--- config.mk ---
export PLATFORM = sky130hd
export DESIGN_NAME = alu_top
export DESIGN_NICKNAME = d
export VERILOG_FILES = /design/src/rtl/alu_pkg.sv /design/src/rtl/alu_top.sv /design/src/rtl/alu_rise_det.sv /design/src/rtl/alu_sdiv.sv
export SDC_FILE = /design/constraint.sdc
export NUM_CORES = 1
export LEC_CHECK = 0
export BUFFER_PORTS_ARGS = -buffer_cell sky130_fd_sc_hd__buf_2
export CORE_MARGIN = 1
export CORE_UTILIZATION = 56
export DETAILED_ROUTE_END_ITERATION = 6
export PLACE_DENSITY = 0.86
export SLEW_MARGIN = 25
export SYNTH_ARGS = -nofsm -noshare
export SYNTH_HDL_FRONTEND = slang
export SYNTH_SLANG_ARGS = --single-unit
--- constraint.sdc ---
create_clock -name CLK_I -period 2.1 [get_ports CLK_I]
set_input_delay 0.21 -clock CLK_I [delete_from_list [all_inputs] [get_ports CLK_I]]
set_output_delay 0.21 -clock CLK_I [all_outputs]
set_load 0.01 [all_outputs]
--- src/rtl/alu_pkg.sv ---
// package: constants, commands and carriers for the 16-bit arithmetic and logic unit
package alu_pkg;

	// ------------------------------------------------------------------
	// widths and reset values
	// ------------------------------------------------------------------
	localparam int WORD_W = 16; // one data word
	localparam int DIGIT_BITS = 4; // bits selected by one digit of a bit group
	localparam logic [15:0] WORD_RST = 16'h0000; // result words after reset
	localparam logic [15:0] MASK_FULL = 16'hFFFF; // word destination writes all bits
	localparam logic [15:0] MIN_NEG = 16'h8000; // most negative word
	localparam logic [15:0] MINUS_ONE = 16'hFFFF; // word value -1
	localparam int SIGN_BIT = 15; // sign of a word
	localparam int PROD_SIGN_BIT = 31; // sign of a product

	// ------------------------------------------------------------------
	// operations; each one runs in level or pulse form
	// ------------------------------------------------------------------
	typedef enum logic [3:0] {
		ALU_ADD,
		ALU_SUB,
		ALU_MUL,
		ALU_DIV,
		ALU_WORD_TRANSFER,
		ALU_BITWISE_AND,
		ALU_BITWISE_OR,
		ALU_BITWISE_XOR,
		ALU_BITWISE_XNOR,
		ALU_TWOS_COMPLEMENT
	} alu_op_type;

	// destination classes
	typedef enum logic [1:0] {
		DST_WORD,
		DST_BIT_GROUP,
		DST_UPPER_ACCUMULATOR,
		DST_INDEX
	} alu_dst_type;

	// one instruction as offered by the program engine
	typedef struct packed {
		alu_op_type op; // operation
		logic pulse; // 1: pulse form, 0: level form
		logic form3; // 1: dst = src1 op src2, 0: dst = dst op src1
		alu_dst_type dst_kind; // destination class
		logic [1:0] digits; // digit count minus one, 0..3
		logic [15:0] dst_val; // present destination content
		logic [15:0] src1; // first source
		logic [15:0] src2; // second source
	} alu_cmd_type;

	// registered state of the top module
	typedef struct packed {
		logic res_valid; // one-cycle write strobe
		logic res_wide; // both words are written
		logic [15:0] res_lo; // low word
		logic [15:0] res_hi; // high word
		logic [15:0] res_mask; // bits of low word written
		logic op_err; // one-cycle operation error
		logic err_latch; // sticky error
		logic carry; // stays low
		logic last_cond; // condition at last scan, for checks
	} alu_state_type;

	// state of the rising-edge qualifier
	typedef struct packed {
		logic prev; // condition seen at the previous scan
	} alu_rise_state_type;

endpackage

--- src/rtl/alu_top.sv ---
// module: 16-bit signed arithmetic and logic unit of the sequence-program engine
`timescale 1ns/1ps
module alu_top (
	input wire logic CLK_I,
	input wire logic RST_B_I,
	input wire logic SCAN_I,
	input wire logic CMD_COND_I,
	input wire alu_pkg::alu_cmd_type CMD_I,
	input wire logic ERR_CLR_I,
	output logic RES_VALID_O,
	output logic RES_WIDE_O,
	output logic [15:0] RES_LO_O,
	output logic [15:0] RES_HI_O,
	output logic [15:0] RES_MASK_O,
	output logic OPERATION_ERROR_FLAG_O,
	output logic ERROR_LATCH_FLAG_O,
	output logic CARRY_O
);

	// ------------------------------------------------------------------
	// declarations
	// ------------------------------------------------------------------
	alu_pkg::alu_state_type state_ff; // all registered state
	alu_pkg::alu_state_type nxt_state; // next state
	logic rise; // condition rose since previous scan
	logic exec; // instruction runs in this cycle
	logic [15:0] opa; // first operand after form select
	logic [15:0] opb; // second operand after form select
	logic [15:0] quot; // divide quotient
	logic [15:0] rem; // divide remainder
	logic [31:0] prod; // signed product
	logic [15:0] word_res; // single-word result
	logic [15:0] dmask; // digit mask for a bit group
	logic wide_op; // multiply or divide
	logic bad_dst; // forbidden destination
	logic div_zero; // zero divisor
	logic err_now; // operation abandoned

	// ------------------------------------------------------------------
	// sub-blocks
	// ------------------------------------------------------------------
	// edge qualifier for pulse forms
	alu_rise_det u_rise (
		.clk_i(CLK_I),
		.rst_b_i(RST_B_I),
		.scan_i(SCAN_I),
		.cond_i(CMD_COND_I),
		.rise_o(rise)
	);

	// divider works on the selected operands
	alu_sdiv u_div (
		.dividend_i(opa),
		.divisor_i(opb),
		.quot_o(quot),
		.rem_o(rem)
	);

	// ------------------------------------------------------------------
	// operand selection and datapath
	// ------------------------------------------------------------------
	// pulse form waits for a rising condition, level form runs each scan its condition is high
	assign exec = SCAN_I & (CMD_I.pulse ? rise : CMD_COND_I);

	// two-operand forms take the destination as first operand
	always_comb begin
		opa = CMD_I.form3 ? CMD_I.src1 : CMD_I.dst_val;
		opb = CMD_I.form3 ? CMD_I.src2 : CMD_I.src1;
		// product sign lands in bit 31 by signed extension
		prod = 32'($signed(opa) * $signed(opb));
		// one digit is four bits, four digits the full word
		dmask = 16'(17'h0FFFF >> (alu_pkg::WORD_W - alu_pkg::DIGIT_BITS * (32'(CMD_I.digits) + 1)));
		wide_op = (CMD_I.op == alu_pkg::ALU_MUL) || (CMD_I.op == alu_pkg::ALU_DIV);
		bad_dst = wide_op && ((CMD_I.dst_kind == alu_pkg::DST_UPPER_ACCUMULATOR) ||
			(CMD_I.dst_kind == alu_pkg::DST_INDEX));
		div_zero = (CMD_I.op == alu_pkg::ALU_DIV) && (opb == alu_pkg::WORD_RST);
		err_now = bad_dst | div_zero;
		word_res = alu_pkg::WORD_RST;
		unique case (CMD_I.op)
			// sums and differences wrap in 16 bits, no carry kept
			alu_pkg::ALU_ADD: begin
				word_res = 16'(opa + opb);
			end
			alu_pkg::ALU_SUB: begin
				word_res = 16'(opa - opb);
			end
			alu_pkg::ALU_MUL: begin
				word_res = prod[15:0];
			end
			alu_pkg::ALU_DIV: begin
				word_res = quot;
			end
			alu_pkg::ALU_WORD_TRANSFER: begin
				word_res = CMD_I.src1;
			end
			// logic ops act bit by bit on opa and opb
			alu_pkg::ALU_BITWISE_AND: begin
				word_res = opa & opb;
			end
			alu_pkg::ALU_BITWISE_OR: begin
				word_res = opa | opb;
			end
			alu_pkg::ALU_BITWISE_XOR: begin
				word_res = opa ^ opb;
			end
			alu_pkg::ALU_BITWISE_XNOR: begin
				word_res = ~(opa ^ opb);
			end
			alu_pkg::ALU_TWOS_COMPLEMENT: begin
				word_res = 16'(~CMD_I.dst_val + 16'h0001);
			end
			default: begin
				word_res = alu_pkg::WORD_RST;
			end
		endcase
	end

	// ------------------------------------------------------------------
	// next state
	// ------------------------------------------------------------------
	// results are held between writes; strobes last one cycle
	always_comb begin
		nxt_state = state_ff;
		nxt_state.res_valid = 1'b0;
		nxt_state.op_err = 1'b0;
		nxt_state.carry = 1'b0;
		if (SCAN_I) begin
			nxt_state.last_cond = CMD_COND_I;
		end
		// software clear loses to a fresh error in the same cycle
		if (ERR_CLR_I) begin
			nxt_state.err_latch = 1'b0;
		end
		if (exec && err_now) begin
			// abandoned: no write, destination keeps its value
			nxt_state.op_err = 1'b1;
			nxt_state.err_latch = 1'b1;
		end else if (exec) begin
			nxt_state.res_valid = 1'b1;
			nxt_state.res_wide = 1'b0;
			if (CMD_I.dst_kind == alu_pkg::DST_BIT_GROUP) begin
				// only the digit bits are driven, higher bits read zero
				nxt_state.res_mask = dmask;
				nxt_state.res_lo = word_res & dmask;
			end else begin
				nxt_state.res_mask = alu_pkg::MASK_FULL;
				nxt_state.res_lo = word_res;
				if (CMD_I.op == alu_pkg::ALU_MUL) begin
					nxt_state.res_wide = 1'b1;
					nxt_state.res_hi = prod[31:16];
				end else if (CMD_I.op == alu_pkg::ALU_DIV) begin
					nxt_state.res_wide = 1'b1;
					nxt_state.res_hi = rem;
				end
			end
		end
	end

	// state register
	always_ff @(posedge CLK_I or negedge RST_B_I) begin
		if (!RST_B_I) begin
			state_ff <= '0;
		end else begin
			state_ff <= nxt_state;
		end
	end

	// ------------------------------------------------------------------
	// outputs, all straight from the state register
	// ------------------------------------------------------------------
	assign RES_VALID_O = state_ff.res_valid;
	assign RES_WIDE_O = state_ff.res_wide;
	assign RES_LO_O = state_ff.res_lo;
	assign RES_HI_O = state_ff.res_hi;
	assign RES_MASK_O = state_ff.res_mask;
	assign OPERATION_ERROR_FLAG_O = state_ff.op_err;
	assign ERROR_LATCH_FLAG_O = state_ff.err_latch;
	assign CARRY_O = state_ff.carry;
endmodule

--- src/rtl/alu_rise_det.sv ---
// module: rising-edge qualifier of a command condition, sampled once per scan
`timescale 1ns/1ps
module alu_rise_det (
	input wire logic clk_i,
	input wire logic rst_b_i,
	input wire logic scan_i, // a scan takes place in this cycle
	input wire logic cond_i, // command condition
	output logic rise_o // condition rose since the previous scan
);

	alu_pkg::alu_rise_state_type state_ff; // registered state
	alu_pkg::alu_rise_state_type nxt_state; // next state

	// rise is judged between scans, not between clocks, so an idle gap keeps the edge
	assign rise_o = scan_i & cond_i & ~state_ff.prev;

	// capture the condition on each scan only
	always_comb begin
		nxt_state = state_ff;
		if (scan_i) begin
			nxt_state.prev = cond_i;
		end
	end

	// state register
	always_ff @(posedge clk_i or negedge rst_b_i) begin
		if (!rst_b_i) begin
			state_ff <= '0;
		end else begin
			state_ff <= nxt_state;
		end
	end

endmodule

--- src/rtl/alu_sdiv.sv ---
// module: signed 16-bit divide with truncated quotient and signed remainder
`timescale 1ns/1ps
module alu_sdiv (
	input wire logic [15:0] dividend_i,
	input wire logic [15:0] divisor_i, // caller flags zero, divider then outputs 0
	output logic [15:0] quot_o,
	output logic [15:0] rem_o
);

	logic signed [16:0] num; // widened so -32768 / -1 wraps instead of trapping
	logic signed [16:0] den; // widened divisor
	logic signed [16:0] q17; // wide quotient
	logic signed [16:0] r17; // wide remainder

	// sign extension to 17 bits; remainder takes the sign of the dividend
	always_comb begin
		num = $signed({dividend_i[alu_pkg::SIGN_BIT], dividend_i});
		den = $signed({divisor_i[alu_pkg::SIGN_BIT], divisor_i});
		q17 = 17'sh00000;
		r17 = 17'sh00000;
		if (divisor_i != alu_pkg::WORD_RST) begin
			q17 = num / den;
			r17 = num % den;
		end
		quot_o = q17[15:0];
		rem_o = r17[15:0];
	end

endmodule

==> results of run 1 <==
==> logic make-up after synthesis <==
group	share of synthesized area [%]
buffers and inverters	8.22
xor gates and xnor gates	7.86
muxes	3.34
adders and majority gates	37.1
AOI/OAI and AO/OA	20.1
and+or+nand+nor	19.1
other	0.0312
DFF	4.26
==> metrics by stage <==
stage	cells	hold slack, ns	area [um2]	utilization [%]	setup slack [ns]
floorplan	3102	-0.0856	25000	-	-29.26
global placement	4605	0.356	32900	78.1	-28.09
detailed placement	4605	0.359	32900	78.1	-30.44
CTS	4661	0.0141	34100	80.8	-28.87
==> cells in the mapped netlist (16+ instances only) <==
cell type  count  share of area (%)
nand2_1      362                5.6
inv_1        360                5.6
nor2_1       329                5.1
ha_1         291                 15
fa_1         264                 22
a21oi_1      156                3.2
o21ai_0      152                3.2
xnor2_1      150                5.5
clkbuf_1      81                1.3
nor3_1        66                1.4
xor2_1        66                2.4
o21a_1        49                1.5
a21o_1        47                1.5
dfrtp_1       41                4.3
nand3_1       40               0.83
a221oi_1      37                1.3
mux2i_1       35                1.5
o211ai_1      32                1.0
or3_1         32               0.83
a31oi_1       29               0.75
mux2_2        28                1.3
nor2b_1       28               0.73
nand2b_1      27               0.70
or2_2         21               0.55
o31ai_1       19               0.59
a211oi_1      18               0.56
nand4_1       17               0.44
buf_4         16               0.50
nor4_1        16               0.42
==> repair_timing <==
item | CTS
pin swaps | 74
hold buffers | 0
endpoints found under the setup margin | 40
gates cloned | 1
gates resized for setup | 127
buffers inserted | 47
==> layer usage <==
layer	GRT overflow	GRT usage [%]
met5	11	75.3
met4	174	88.0
met3	70	82.5
met2	289	96.5
met1	78	84.7
==> reports/metrics.csv, run 1 <==
stage;metric;value;unit
run_status;status;stopped before the end;
run_status;Last stage;global routing;
run_status;Stop Error;[ERROR GRT-0116] Global routing finished with congestion. Check the congestion regions in the DRC Viewer.;
placed_design;Post-DP HPWL;94400;um
synth;Mapped Area;24100;um2
clock_network;Sink Count;41;
clock_network;CTS buffer count;5;
synth;Unique masters post-synth;107;
floorplan;site row count;75;
grt;grt ovf;622;
synth;Post-synth EDFFs;0;
grt;Tot GR Track Use;87.7;%
synth;Primary FF master, synth;dfrtp_1;
grt;largest net degree at the start of global routing;36;
synth;post-synthesis sequential area ratio;4.26;%
synth;synth warn;0;
placed_design;Buffers on Ports;114;
floorplan;Die Wd;209;um
floorplan;Initial Utilization;57.1;%
clock_network;H-tree depth;2;
clock_network;Max Root-Sink Buffers;2;
synth;Post-synth ARST share;100;%
clock_network;clock root buffer;clkbuf_16;
floorplan;chip height;209;um
floorplan;I/O Pins;116;
synth;Yosys reg bits;41;
placed_design;GPL Wtd Cong;1.14;
synth;synthesized netlist cell count;3101;
synth;Avg Cell Area, Syn;7.76;um2
grt;first-pass GRT wire length;286000;um
grt;vias in the first global route;42192;
==> inputs of run 2 (changes only) <==
CORE_UTILIZATION = 40   (was 56)
PLACE_DENSITY = default   (was 0.86)
PLACE_DENSITY_LB_ADDON = 0.15   (was default)
==> run 2 against run 1 <==
  * The flow now finishes, with violations (design-rule violations, negative setup slack)
  * Synthesized area is the same
  * Synthesized cell count is the same
==> reports/metrics.csv, run 2 <==
stage;metric;value;unit;change
timing;Slew headroom;46.9;%;
synth;Unique masters post-synth;107;;unchanged
routing;DRC viols;78;;
synth;post-synth top area cell;fa_1;;
timing;Hold Violations, Final;0;;
floorplan;site row count;89;;+19%
layout;layout cells sized above 1;41.3;%;
synth;Yosys reg bits;41;;unchanged
placed_design;GPL Wtd Cong;1.00;;-12%
synth;Avg Cell Area, Syn;7.76;um2;unchanged
synth;post-synthesis compound-gate area fraction;20.1;%;unchanged
floorplan;die area;61200;um2;
synth;post-synthesis sequential area ratio;4.26;%;unchanged
layout;Finished Layout Cells;5063;;
grt;largest net degree at the start of global routing;33;;
critical_path;CP Launch Type;input pin;;
floorplan;Initial Utilization;40.6;%;-17 points
synth;simple-gate share of the synthesized area;19.1;%;unchanged
synth;synth warn;0;;unchanged
clock_network;clock root buffer;clkbuf_16;;
placed_design;placed cell count;4919;;+6.8%
timing;Tmin final;30.41;ns;
placed_design;Buffers on Ports;114;;unchanged
min_path;hold depth;2;;
synth;synthesized netlist cell count;3101;;unchanged
clock_network;clock slew at reported path FFs;0.07;ns;
clock_network;CTS tree;done;;
layout;register area;1030;um2;
routing;ANT nets after route;0;;
layout;Syn-to-layout area delta;54.5;%;
synth;Post-synth ARST share;100;%;unchanged
timing;RSZ-0062 raised after global routing;yes;;
critical_path;Crit Path Class;in2reg;;
synth;mux contribution to synthesized area;3.34;%;unchanged
floorplan;chip height;247;um;+18%
synth;Post-synth EDFFs;0;;unchanged
run_status;status;complete, but fails checks;;
grt;grt ovf;0;;
critical_path;Critical Path AT;30.64;ns;
timing;Worst Skew;0.0170;ns;
synth;Synth area leaders;fa_1 (22%), ha_1 (15%), nand2_1 (5.6%);;
critical_path;critical path fanouts, max;7;;
critical_path;critical path's slowest cell;or4_4;;
layout;multi-input gate area in the final layout;23700;um2;
flow_run;max-capacitance violation count;0;;
grt;first-pass GRT wire length;167000;um;
timing;post-route setup slack;-28.31;ns;
synth;adder-cell area share of the yosys netlist;37.1;%;unchanged
critical_path;Reg-to-Reg Start;u_rise.state_ff$_DFFE_PN0P_;;
timing;Final period util;1450;%;
clock_network;CTS buffer count;5;;unchanged
critical_path;max incr delay on CP;0.54;ns;
routing;DR vias;28206;;
routing;vias per cell;5.57;;
run_status;failing checks;design-rule violations, negative setup slack;;
critical_path;Setup crit end kind;flip-flop;;
clock_network;worst skew pair latency;0.32;ns;
layout;most frequent cells in the layout;buf_4 (1118), inv_1 (347), nand2_1 (335);;
min_path;worst hold path type;in2reg;;
routing;initial drt markers;1973;;
routing;DR pass1 iterations;7;;
placed_design;Post-DP HPWL;92100;um;-2.5%
critical_path;CP required;2.33;ns;
synth;Synth top cells by count;nand2_1 (362), inv_1 (360), nor2_1 (329);;
clock_network;H-tree depth;2;;unchanged
grt;vias in the first global route;28222;;
synth;Mapped Area;24100;um2;unchanged
clock_network;Max Root-Sink Buffers;2;;unchanged
timing;max-slew violations;0;;
synth;count leader, synth;nand2_1;;
layout;fill count;5296;;
routing;final wirelength;113000;um;
layout;commonest non-fill, non-tap cell in the layout;buf_4;;
min_path;min-delay src;SCAN_I;;
layout;Post-Route Utilization;62.8;%;
critical_path;r2r setup slk;-0.07;ns;
layout;post-layout net count;4905;;
floorplan;Die Wd;247;um;+18%
routing;drt wl/cell;22.3;um;
grt;Tot GR Track Use;36.0;%;
synth;largest family of logic cells by synthesized area;adder cells;;
floorplan;I/O Pins;116;;unchanged
timing;FMAX;0.0329;GHz;
critical_path;Reg2Reg Depth;6;;
critical_path;R2R Path End;RES_HI_O[14]$_DFFE_PN0P_;;
grt;antenna violations before repair;2;;
synth;area share of the largest cell type after synthesis;21.9;%;unchanged
clock_network;Sink Count;41;;unchanged
timing;worst-margin pin slew;0.795;ns;
timing;setup violators final;40;;
synth;Synth Area in XOR/XNOR;7.86;%;unchanged
min_path;Hold Path Sink;u_rise.state_ff$_DFFE_PN0P_;;
floorplan;Core ar.;59200;um2;
synth;Primary FF master, synth;dfrtp_1;;
run 2: cell counts after synthesis:
Identical to the previous run, type by type.
run 2: worst max-delay path: cells and delay by family:
family / cells / cell delay (ns)
AO/OA/AOI/OAI: 72 / 14.50
XOR/XNOR: 2 / 0.29
adder cells (fa/ha/maj): 16 / 4.07
buffers and inverters: 17 / 2.17
multiplexers: 7 / 2.11
AND/OR/NAND/NOR: 36 / 7.19
run 2: what timing repair did:
item / CTS / global route
endpoints found under the hold margin: 20 / 0
hold buffers: 1 / 0
buffers inserted: 52 / 84
resized for setup: 142 / 318
gates cloned: 0 / 4
setup endpoints to repair: 40 / 40
pin swaps: 92 / 188
run 2: metrics by stage:
step	instance area [um2]	TNS [ns]	worst slack, ns	hold WS (ns)
finish	37200	-893.29	-28.31	0.137
global route	37200	-926.09	-29.40	0.152
CTS	35000	-898.68	-28.33	0.148
detailed placement	33800	-952.88	-29.84	0.282
global placement	33800	-931.24	-29.10	0.279
floorplan	25000	-927.70	-29.26	-0.0856
run 2: worst max path at each step:
stage / startpoint / to / slack (ns) / cells past startpoint
3_5_place_dp: CMD_I[34] / RES_HI_O[14]$_DFFE_PN0P_ / -29.84 / 152
2_1_floorplan: CMD_I[52] / RES_HI_O[14]$_DFFE_PN0P_ / -29.26 / 166
3_3_place_gp: CMD_I[52] / RES_HI_O[13]$_DFFE_PN0P_ / -29.10 / 153
6_report: CMD_I[34] / RES_HI_O[15]$_DFFE_PN0P_ / -28.31 / 150
4_1_cts: CMD_I[34] / RES_HI_O[14]$_DFFE_PN0P_ / -28.33 / 152
5_1_grt: CMD_I[34] / RES_HI_O[15]$_DFFE_PN0P_ / -29.40 / 156
run 2: layer usage:
| metal | routed length, um | vias to the layer above | track usage, % | part of all wire [%] |
|---|---|---|---|---|
| met4 | 4590 | 0 | 12.2 | 4.1 |
| met1 | 49000 | 13800 | 49.7 | 44 |
| met3 | 8430 | 257 | 4.71 | 7.5 |
| li1 | - | 13020 | - | - |
| met2 | 50600 | 1129 | 57.6 | 45 |
| met5 | 0 | - | 0 | 0 |
run 2: layout make-up:
type | instances | area share (%)
multi-input cells | 2564 | 63.6
repair buffers | 1298 | 26.6
inverters | 377 | 3.86
flip-flops and latches | 41 | 2.76
well taps | 773 | 2.60
clock buffers | 5 | 0.336
clock inverters | 3 | 0.185
diodes | 2 | 0.0135
run 2: logic make-up after synthesis:
kind of cell             count (synthesis)
adder cells (fa/ha/maj)                555
AND/OR/NAND/NOR                       1013
XOR/XNOR                               216
AO/OA/AOI/OAI                          705
flip-flops                              41
other                                    2
multiplexers                            71
buffers and inverters                  498
Power of run 2 is not shown: default switching activity piles up to over one toggle a cycle in this logic, so the estimate is an artifact.
